$ cat src/rtl/dcrzf_regs.svh
// register indices, field positions, reset values and counts of the control bank
// assumes: included by bare name from every design file that needs it
`ifndef DCRZF_REGS_SVH
`define DCRZF_REGS_SVH

// control word layout
`define DCRZF_RW_BIT 15
`define DCRZF_IDX_HI 14
`define DCRZF_IDX_LO 8
`define DCRZF_DATA_HI 7

// register indices
`define DCRZF_IDX_DEEMPH 7'h0a
`define DCRZF_IDX_RDIDX 7'h0b
`define DCRZF_IDX_OSGP 7'h0c

// deemph_phase_flag_ctrl fields
`define DCRZF_F_ZERO_POL 6
`define DCRZF_F_PHASE 5
`define DCRZF_F_RATE_HI 4
`define DCRZF_F_RATE_LO 3
`define DCRZF_F_DEEN_HI 2
`define DCRZF_F_DEEN_LO 0

// read_index_ctrl fields
`define DCRZF_F_INC 7
`define DCRZF_F_RDIDX_HI 6

// oversample_gpout_ctrl fields
`define DCRZF_F_OVER 7
`define DCRZF_F_GP_EN 6
`define DCRZF_F_GPO_HI 5

// reset values of the stored bits
`define DCRZF_RST_DEEMPH 7'h00
`define DCRZF_RST_RDIDX 8'h01
`define DCRZF_RST_OSGP 8'h00

// word-clock periods of zero data before a channel counts as silent
`define DCRZF_ZERO_RUN 11'h0400

`endif

$ cat src/rtl/dcrzf_pkg.sv
// types shared by the control bank and its bench
// assumes: nothing beyond a SystemVerilog compiler
package dcrzf_pkg;
    // read sequencer states
    typedef enum logic [0:0] {dcrzf_rd_idle, dcrzf_rd_send} dcrzf_rd_state_t;
    // de-emphasis sample rate codes as stored
    typedef enum logic [1:0] {
        dcrzf_de_44k1 = 2'h0,
        dcrzf_de_48k = 2'h1,
        dcrzf_de_32k = 2'h2
    } dcrzf_de_rate_t;
    // resulting oversampling ratio
    typedef enum logic [1:0] {
        dcrzf_osr_32 = 2'h0,
        dcrzf_osr_64 = 2'h1,
        dcrzf_osr_128 = 2'h2
    } dcrzf_osr_t;
endpackage

$ cat src/rtl/dcrzf_flag_if.sv
// carrier for the raw per-channel zero-detect flags
// assumes: one driver (detector) and one reader (pin mux)
`timescale 1ns/1ps
interface dcrzf_flag_if;
    logic [7:0] zero_det; // 1 while channel is in zero detect
    modport det (output zero_det);
    modport mux (input zero_det);
endinterface

$ cat src/rtl/dcrzf_top.sv
// control bank of the eight-channel converter: de-emphasis, phase, read index,
// oversampling and shared-pin control, plus the zero-flag outputs
// assumes: a serial front end delivers each 16-bit control word as one
// ctl_word_valid pulse and shifts out rd_word, pulsing rd_word_take when done
`timescale 1ns/1ps
`include "dcrzf_regs.svh"

// What this block does
// phase bit inverts analog output when set
// rate field picks 44.1, 48, 32 kHz
// any of three enable bits enables de-emphasis
// increment bit enables auto-increment reads
// read index selects single-read register, reset 01h
// in auto-increment, read index marks last
// word top bit: 0 writes, 1 reads
// oversampling bit picks ratio by clock rate
// host should set oversampling at 192 kHz
// enable bit swaps shared pins to outputs
// output bits drive shared pins when enabled
// zero detect after 1024 zero periods
// each channel flags its zero detect
// combined flag is AND of eight
// polarity bit inverts flag active level
// polarity 0 high, polarity 1 low
// nonzero sample clears run and flag
module dcrzf_top (
    // clock and reset
    input wire logic core_clk,
    input wire logic srst,
    // control words from the serial port
    input wire logic ctl_word_valid,
    input wire logic [15:0] ctl_word,
    // read words back to the serial port
    input wire logic rd_word_take,
    output logic rd_word_valid,
    output logic [15:0] rd_word,
    output logic rd_word_last,
    // system clock ratio strap: 1 for 128 or 192 times the sample rate
    input wire logic sys_clk_low_ratio,
    // audio side
    input wire logic word_clk_pin,
    input wire logic [7:0] chan_data_zero,
    // controls to the converter datapath
    output logic output_phase_invert,
    output logic deemph_enable,
    output dcrzf_pkg::dcrzf_de_rate_t deemph_rate_sel,
    output dcrzf_pkg::dcrzf_osr_t oversample_ratio,
    // shared and flag pins
    output logic [5:0] shared_pin,
    output logic [1:0] chan_zero_flag,
    output logic all_zero_flag
);
    // stored register bits
    // bit 7 of the de-emphasis word is not stored and reads back as 0
    logic [6:0] deemph_phase_flag_ctrl; // phase, polarity, rate and enables
    logic [7:0] read_index_ctrl; // increment bit and read index
    logic [7:0] oversample_gpout_ctrl; // ratio bit, gp enable and gp bits

    // read sequencer
    dcrzf_pkg::dcrzf_rd_state_t rd_state;
    logic [6:0] rd_cur; // index of word now offered

    // request decode
    wire req_read = ctl_word[`DCRZF_RW_BIT];
    wire wr_req = ctl_word_valid && !req_read;
    wire rd_req = ctl_word_valid && req_read;
    wire [6:0] req_idx = ctl_word[`DCRZF_IDX_HI:`DCRZF_IDX_LO];
    wire [7:0] req_data = ctl_word[`DCRZF_DATA_HI:0];
    wire wr_deemph = wr_req && (req_idx == `DCRZF_IDX_DEEMPH);
    wire wr_rdidx = wr_req && (req_idx == `DCRZF_IDX_RDIDX);
    wire wr_osgp = wr_req && (req_idx == `DCRZF_IDX_OSGP);

    // field views
    wire zero_flag_polarity = deemph_phase_flag_ctrl[`DCRZF_F_ZERO_POL];
    wire [1:0] rate_field = deemph_phase_flag_ctrl[`DCRZF_F_RATE_HI:`DCRZF_F_RATE_LO];
    wire [2:0] deen_bits = deemph_phase_flag_ctrl[`DCRZF_F_DEEN_HI:`DCRZF_F_DEEN_LO];
    wire read_auto_inc = read_index_ctrl[`DCRZF_F_INC];
    wire [6:0] read_index = read_index_ctrl[`DCRZF_F_RDIDX_HI:0];
    wire over_sel = oversample_gpout_ctrl[`DCRZF_F_OVER];
    wire gp_out_enable = oversample_gpout_ctrl[`DCRZF_F_GP_EN];
    wire [5:0] gp_out_bit = oversample_gpout_ctrl[`DCRZF_F_GPO_HI:0];

    // reserved rate code falls back to 44.1 kHz instead of an undefined curve
    wire [1:0] next_rate = (rate_field == 2'h3) ? 2'h0 : rate_field;
    // ratio table: low system clock ratios halve the choice
    // the strap is a level on this clock; a change shows one edge later
    wire [1:0] next_osr = sys_clk_low_ratio ? (over_sel ? 2'h1 : 2'h0)
                                            : (over_sel ? 2'h2 : 2'h1);

    // read word of a register: top bit 0, own index, data in the low byte
    function automatic logic [15:0] reg_word(input logic [6:0] idx, input logic [6:0] de,
                                             input logic [7:0] ri, input logic [7:0] og);
        logic [7:0] data;
        data = 8'h00;
        case (idx)
            `DCRZF_IDX_DEEMPH: data = {1'b0, de};
            `DCRZF_IDX_RDIDX: data = ri;
            `DCRZF_IDX_OSGP: data = og;
            default: data = 8'h00; // indices outside this bank read as zero data
        endcase
        return {1'b0, idx, data};
    endfunction

    // next index during auto-increment; wraps in seven bits
    wire [6:0] rd_step = 7'(rd_cur + 7'h01);
    // single reads ignore the index carried in the read word
    // first index of a new read
    wire [6:0] rd_first = read_auto_inc ? req_idx : read_index;

    // register writes; reads never disturb stored bits
    always_ff @(posedge core_clk) begin
        if (srst) begin
            deemph_phase_flag_ctrl <= `DCRZF_RST_DEEMPH;
            read_index_ctrl <= `DCRZF_RST_RDIDX;
            oversample_gpout_ctrl <= `DCRZF_RST_OSGP;
        end else begin
            if (wr_deemph) begin
                deemph_phase_flag_ctrl <= req_data[6:0];
            end
            if (wr_rdidx) begin
                read_index_ctrl <= req_data;
            end
            if (wr_osgp) begin
                oversample_gpout_ctrl <= req_data;
            end
        end
    end

    // datapath controls, registered so they change together
    always_ff @(posedge core_clk) begin
        if (srst) begin
            output_phase_invert <= 1'b0;
            deemph_enable <= 1'b0;
            deemph_rate_sel <= dcrzf_pkg::dcrzf_de_44k1;
            oversample_ratio <= dcrzf_pkg::dcrzf_osr_64;
        end else begin
            output_phase_invert <= deemph_phase_flag_ctrl[`DCRZF_F_PHASE];
            deemph_enable <= |deen_bits;
            deemph_rate_sel <= dcrzf_pkg::dcrzf_de_rate_t'(next_rate);
            oversample_ratio <= dcrzf_pkg::dcrzf_osr_t'(next_osr);
        end
    end

    // read sequencer: a new read request restarts it at once
    always_ff @(posedge core_clk) begin
        if (srst) begin
            rd_state <= dcrzf_pkg::dcrzf_rd_idle;
            rd_cur <= 7'h00;
            rd_word <= 16'h0000;
            rd_word_last <= 1'b0;
        end else if (rd_req) begin
            rd_state <= dcrzf_pkg::dcrzf_rd_send;
            rd_cur <= rd_first;
            rd_word <= reg_word(rd_first, deemph_phase_flag_ctrl, read_index_ctrl,
                                oversample_gpout_ctrl);
            // single read is always last; auto read ends at the read index
            rd_word_last <= !read_auto_inc || (rd_first >= read_index);
        end else begin
            case (rd_state)
                dcrzf_pkg::dcrzf_rd_idle: begin
                    rd_word_last <= 1'b0;
                end
                dcrzf_pkg::dcrzf_rd_send: begin
                    if (rd_word_take && rd_word_last) begin
                        rd_state <= dcrzf_pkg::dcrzf_rd_idle;
                        rd_word_last <= 1'b0;
                    end else if (rd_word_take) begin
                        rd_cur <= rd_step;
                        rd_word <= reg_word(rd_step, deemph_phase_flag_ctrl, read_index_ctrl,
                                            oversample_gpout_ctrl);
                        rd_word_last <= (rd_step >= read_index);
                    end
                end
                default: begin
                    rd_state <= dcrzf_pkg::dcrzf_rd_idle;
                end
            endcase
        end
    end

    // handshake output decoded from state
    assign rd_word_valid = (rd_state == dcrzf_pkg::dcrzf_rd_send);

    // zero detection and pin sharing
    dcrzf_flag_if flag_bus ();

    dcrzf_zero_det u_zero_det (
        .core_clk(core_clk),
        .srst(srst),
        .word_clk_pin(word_clk_pin),
        .chan_data_zero(chan_data_zero),
        .flags(flag_bus)
    );

    dcrzf_pin_mux u_pin_mux (
        .core_clk(core_clk),
        .srst(srst),
        .flags(flag_bus),
        .zero_flag_polarity(zero_flag_polarity),
        .gp_out_enable(gp_out_enable),
        .gp_out_bit(gp_out_bit),
        .shared_pin(shared_pin),
        .chan_zero_flag(chan_zero_flag),
        .all_zero_flag(all_zero_flag)
    );
endmodule // dcrzf_top

$ cat src/rtl/dcrzf_zero_det.sv
// per-channel zero-run counters on core_clk, stepped by the synchronised word clock
// assumes: chan_data_zero comes from logic on core_clk, word_clk_pin from a pin
`timescale 1ns/1ps
`include "dcrzf_regs.svh"
module dcrzf_zero_det (
    // clock and reset
    input wire logic core_clk,
    input wire logic srst,
    // audio side
    input wire logic word_clk_pin,
    input wire logic [7:0] chan_data_zero,
    // flags out
    dcrzf_flag_if.det flags
);
    logic [2:0] wclk_sync; // three-stage pin synchroniser
    logic wclk_level; // accepted word clock level
    logic [10:0] run_cnt [8]; // zero-run count per channel
    wire wclk_agree = (wclk_sync[1] == wclk_sync[2]);
    wire wclk_rise = wclk_agree && wclk_sync[1] && !wclk_level;

    // synchroniser; stage 0 feeds stage 1 only
    always_ff @(posedge core_clk) begin
        if (srst) begin
            wclk_sync <= 3'h0;
            wclk_level <= 1'b0;
        end else begin
            wclk_sync <= {wclk_sync[1:0], word_clk_pin};
            if (wclk_agree) begin
                wclk_level <= wclk_sync[1];
            end
        end
    end

    // counters; nonzero data clears at once, no wait for a period
    always_ff @(posedge core_clk) begin
        for (int ch = 0; ch < 8; ch++) begin
            if (srst || !chan_data_zero[ch]) begin
                run_cnt[ch] <= 11'h000;
            end else if (wclk_rise && run_cnt[ch] != `DCRZF_ZERO_RUN) begin
                run_cnt[ch] <= 11'(run_cnt[ch] + 11'h001);
            end
        end
    end

    // saturated count means zero detect
    for (genvar g = 0; g < 8; g++) begin : g_flag
        assign flags.zero_det[g] = (run_cnt[g] == `DCRZF_ZERO_RUN);
    end
endmodule // dcrzf_zero_det

$ cat src/rtl/dcrzf_pin_mux.sv
// polarity and general-purpose sharing of the zero-flag pins, registered
// assumes: control bits come from the bank on the same clock
`timescale 1ns/1ps
module dcrzf_pin_mux (
    // clock and reset
    input wire logic core_clk,
    input wire logic srst,
    // flags and controls
    dcrzf_flag_if.mux flags,
    input wire logic zero_flag_polarity,
    input wire logic gp_out_enable,
    input wire logic [5:0] gp_out_bit,
    // pins
    output logic [5:0] shared_pin,
    output logic [1:0] chan_zero_flag,
    output logic all_zero_flag
);
    wire [7:0] pol_flag = flags.zero_det ^ {8{zero_flag_polarity}};
    wire all_det = &flags.zero_det;
    wire [5:0] next_shared = gp_out_enable ? gp_out_bit : pol_flag[5:0];

    // pins come from flops; reset shows inactive flags, polarity 0
    always_ff @(posedge core_clk) begin
        if (srst) begin
            shared_pin <= 6'h00;
            chan_zero_flag <= 2'h0;
            all_zero_flag <= 1'b0;
        end else begin
            shared_pin <= next_shared;
            chan_zero_flag <= pol_flag[7:6];
            all_zero_flag <= all_det ^ zero_flag_polarity;
        end
    end
endmodule // dcrzf_pin_mux

$ cat config.mk
export PLATFORM = sky130hd
export DESIGN_NAME = dcrzf_top
export DESIGN_NICKNAME = d
export VERILOG_FILES = /design/src/rtl/dcrzf_pkg.sv /design/src/rtl/dcrzf_flag_if.sv /design/src/rtl/dcrzf_top.sv /design/src/rtl/dcrzf_zero_det.sv /design/src/rtl/dcrzf_pin_mux.sv
export VERILOG_INCLUDE_DIRS = /design/src /design/src/rtl
export SDC_FILE = /design/constraint.sdc
export NUM_CORES = 1
export LEC_CHECK = 0
export BUFFER_PORTS_ARGS = -buffer_cell sky130_fd_sc_hd__buf_2
export CAP_MARGIN = 5
export CORE_MARGIN = 2
export CORE_UTILIZATION = 30
export DETAILED_ROUTE_END_ITERATION = 10
export PLACE_DENSITY = 0.5
export SYNTH_ARGS = -nofsm -noshare
export SYNTH_HDL_FRONTEND = slang
export SYNTH_SLANG_ARGS = --single-unit
$ cat constraint.sdc
create_clock -name core_clk -period 4.3 [get_ports core_clk]
set_input_delay 0.43 -clock core_clk [delete_from_list [all_inputs] [get_ports core_clk]]
set_output_delay 0.43 -clock core_clk [all_outputs]
set_load 0.1 [all_outputs]
Word-level counts from Yosys, hierarchy flattened
Memory sizes are Yosys's and may differ from the RTL's. Cells that the tools add are included.

Memories: 1. Logic and storage cells: 180. Input bits: 30. Output and inout port bits: 33. Bits in registers: 66. Memory bits (writable): 88.

Equal/unequal tests: 29. Bitwise logic cells: 11. Reduce and logical (&&, ||, !) cells: 42. Add/subtract/negate cells: 9. $lt $le $gt $ge: 2. Multiplexer cells: 70.

Memory list: u_zero_det.run_cnt (depth 8, width 11, read ports 8, clocked after Yosys merged registers in 0, wr ports 8, line dcrzf_zero_det.sv:17) `logic [10:0] run_cnt [8];`.

Operators with widths (count): $add A11 B1 Y11 const B (8); $eq A11 B11 Y1 const B (8); $mux W11 (8); $ne A11 B11 Y1 const B (8); $eq A7 B4 Y1 const B (9); $mux W15 (4); $pmux W8 S3 (2); $mux W1 (47); $mux W7 (5); $logic_and A1 B1 Y1 (16); $ge A7 B7 Y1 (2); $logic_not A1 Y1 (11); $logic_or A1 B1 Y1 (9); $or A1 B1 Y1 (8); $reduce_and A8 Y1 (1); $xor A8 B8 Y8 (1); $add A7 B1 Y7 const B (1); $mux W6 (1); $mux W2 (2); $ne A4 B2 Y1 const B (1); $reduce_bool A2 Y1 (2); $reduce_and A3 Y1 (1); $reduce_or A3 Y1 (1); $eq A2 B2 Y1 const B (1); other kinds (6) (6).

Logic depth before layout (Yosys ltp)
Word-level depth: 8. Mapped depth: 11. Depth with buffers taken out: 9.

Hierarchy
From an unflattened synthesis, not the netlist that was laid out.

Cell total of the unflattened synthesis: 880. Area, all modules: 8575.7 µm².

Modules (own cells, without submodules): dcrzf_zero_det (cells each 494, times used 1, area an instance 5233.8 µm², sequential area each 2722.6 µm²); dcrzf_top (cells each 347, times used 1, area an instance 2952.8 µm², sequential area each 920.9 µm²); dcrzf_pin_mux (cells each 39, times used 1, area an instance 389.1 µm², sequential area each 180.2 µm²).

Worst setup path after synthesis
OpenSTA, ideal clock, no wires.

Kind: flip-flop to flip-flop. Start: reg, netlist name rd_word[8]. End: reg rd_word_last. Slack: 1.512 ns. Setup time: 0.130 ns. Stages on the path, launching flop included: 9. Data arrival time: 2.658 ns. Period minus slack after synthesis: 2.788 ns. Buffers on the path: 1. Path through: dfxtp_1 -> ha_1 -> xor2_1 -> buf_2 -> ha_1 -> a211oi_1 -> o21ai_0 -> o21ai_0 -> o31ai_1.

RTL lines: end signal: assignment (line dcrzf_top.sv:157) `rd_word_last <= !read_auto_inc || (rd_first >= read_index);`; end signal: assignment (line dcrzf_top.sv:171) `rd_word_last <= (rd_step >= read_index);`; end: declaration (line dcrzf_top.sv:37) `output logic rd_word_last,`.

==> run summary <==
Residual DRC count: 3
Die area: 0.0281 mm2
Hold Vio Cnt, Final: 0
N_diodes: 0
Least-Margin Pin Slew: 1.04 ns
Critical Path Source Type: register
Yosys cell types: 52
Crit-path max FO: 17
Worst-Skew Late Latency: 0.43 ns
Worst path slowest cell: xor2_1
Reported leakage power: 3.43 nW
Worst hold path class: input port to register
Vias in the first global route: 5981
Fin. max-slew vios: 0
CP max stage delay: 0.83 ns
Remaining global-route overflow: 0
Vias/cell: 4.88
Post-route antenna net violation count: 0
Non-filler cells, final: 1239
Syn avg cell area: 9.54 um2
Critical Path, Cell by Cell: ha_1 > xor2_1 > ha_1 > a211oi_1 > o21ai_0 > o21ai_0 > o31ai_1
Final core utilization: 35.0%
Via count: 6051
Seq cells post-synth: 147
Post-layout min period: 2.60 ns
Initial antenna violation count: 0
Highest layer used for signal routing: met4
Post-cts resize count: 0
Setup Buffers After CTS: 0
Yosys top cell area share: 33.0%
Syn Std Cell Area: 0.00802 mm2
Wire per inst: 15.4 um
Starting Density: 30.7%
# hold bufs at CTS: 0
Met3 WL: 668 um
Status: complete, but fails checks
Fraction of registers with async set/reset: 0%
Routability cong.: 0.798
Kind of critical path: register to register
Largest cells by area after synthesis: edfxtp_1, dfxtp_1, xor2_1, nor2_1, ha_1
Final Power: 0.00316 W
Crit path buf inv count: 0
P&R area growth vs syn: 14.1%
Post-synth EDFFs: 88
PortBufs: 61
Fill count: 2718
Ys flop type: edfxtp_1
CP arrival: 2.90 ns
Overall global routing resource usage: 14.1%
Cell count after synthesis: 841
Final Setup Violations: 0
Root Buffer: clkbuf_16
Clk sink count: 147
Placed cells: 1207
FMAX: 384 MHz
Post-Route WL: 19.0 mm
Fin worst setup slack: 1.70 ns
Most common cell in the synthesized netlist: nor2_1
TritonCTS clock tree: yes
Post-Place Setup Slack: 1.73 ns
Violated checks: design-rule violations
Core area: 0.0261 mm2
Metal-1 WL: 9.39 mm
Die width: 167 um
Die Y: 167 um
Final TNS setup: 0 ns
RSZ-0062 raised after global routing: false
Net count after synthesis: 906
Rel. slew slack: 30.6%
H-Tree Depth: 4
CTS clk-pin slew, worst paths: 0.06 ns
CTS Buf Count: 17
Seq/Total Area, Yosys: 47.7%
Global-route wire length before repair: 31.2 mm
Synth Warn #: 0
Yosys top cell by area: edfxtp_1
Max VDD drop: 0.254 mV
Clk buf depth: 2
CP delay by family, top: XOR/XNOR gates
Worst clock skew: 0.00824 ns
DP Wirelength: 13.8 mm
Nets: 956
Initial DRC Count: 447
Layout cells sized above 1: 11.0%
MaxCap Viol Count: 0
Critical Path RT: 4.60 ns
Metal2 WL: 8.79 mm
Power Density: 345 mW/mm2
Synth cell count leaders: nor2_1, edfxtp_1, nand3_1
Tcrit/Tclk final: 60.5%
Largest net degree at the start of global routing: 45
Detailed-router iteration count before antenna repair: 8
Row count: 59
I/O pin count: 63
Element type at the critical path end: register
==> sequential cells by signal (all words and copies together), names as in the netlist <==
name / cells
deemph_enable: 1
deemph_phase_flag_ctrl: 7
deemph_rate_sel: 2
output_phase_invert: 1
oversample_gpout_ctrl: 8
oversample_ratio: 2
rd_word: 15
rd_word_last: 1
rd_word_valid: 1
read_index_ctrl: 8
u_pin_mux.all_zero_flag: 1
u_pin_mux.chan_zero_flag: 2
u_pin_mux.shared_pin: 6
u_zero_det.run_cnt: 88
u_zero_det.wclk_level: 1
u_zero_det.wclk_sync: 3
==> report_power, final <==
part / leakage [nW] / total, W / internal, W / switching [W]
sequential: 1.46 / 0.00159 / 0.00153 / 0.0000524
clock: 0.258 / 0.00135 / 0.000751 / 0.000596
combinational: 1.71 / 0.000226 / 0.0000696 / 0.000156
total: 3.43 / 0.00316 / 0.00236 / 0.000804
==> cell families after synthesis <==
logic type / synth area share, %
DFF: 47.7
other: 0.0468
and+or+nand+nor: 24.3
adders and majority gates: 5.46
xor gates and xnor gates: 9.28
buffers and inverters: 3.56
AOI/OAI and AO/OA: 7.54
muxes: 2.12
==> cell type report <==
cell class	instances	area [um2]	area share, %
timing repair buffer	64	328	3.58
inverter	38	143	1.56
sequential	147	3820	41.8
multi-input combinational	623	3910	42.7
tap	335	419	4.58
clock inverter	12	82.6	0.902
clock buffer	20	447	4.88
==> per-layer routing <==
layer,global-route usage (%),vias to the layer above
li1,-,3075
met1,19.0,2864
met2,22.9,97
met3,3.00,15
met4,4.01,0
met5,0,-
==> metrics by stage <==
| step | hold slack, ns | cell area (um2) |
|---|---|---|
| after global placement | 0.425 | 8620 |
| final | 0.219 | 9150 |
| after detailed placement | 0.446 | 8620 |
| after global routing | 0.220 | 9150 |
| after floorplan | 0.414 | 8020 |
| after CTS | 0.207 | 9150 |
==> placed cells by master (no fill, tap or decap), types with 8 or more instances in the layout <==
master,n
dfxtp_1,59
nor2_1,134
nand2_1,67
nand4b_1,16
ha_1,35
nor4b_1,8
xnor2_1,19
mux2i_1,17
a21oi_1,29
nor2b_1,8
nand3_1,77
or3_1,9
nor3_1,8
inv_1,38
edfxtp_1,88
nand4_1,9
nor4_1,11
and3_1,18
buf_2,61
clkbuf_16,17
xor2_1,66
o21ai_0,24
==> worst paths after layout <==
check                                               end  slack (ns)                     from  depth (start not counted)
worst max-delay path                       rd_word_last        1.70               rd_word[8]                          7
worst min-delay path                oversample_ratio[1]        0.22        sys_clk_low_ratio                          2
worst max register to register             rd_word_last        1.70               rd_word[8]                          7
worst min register to register  u_zero_det.wclk_sync[1]        0.45  u_zero_det.wclk_sync[0]                          1
Power figures use the tool's default switching activity.
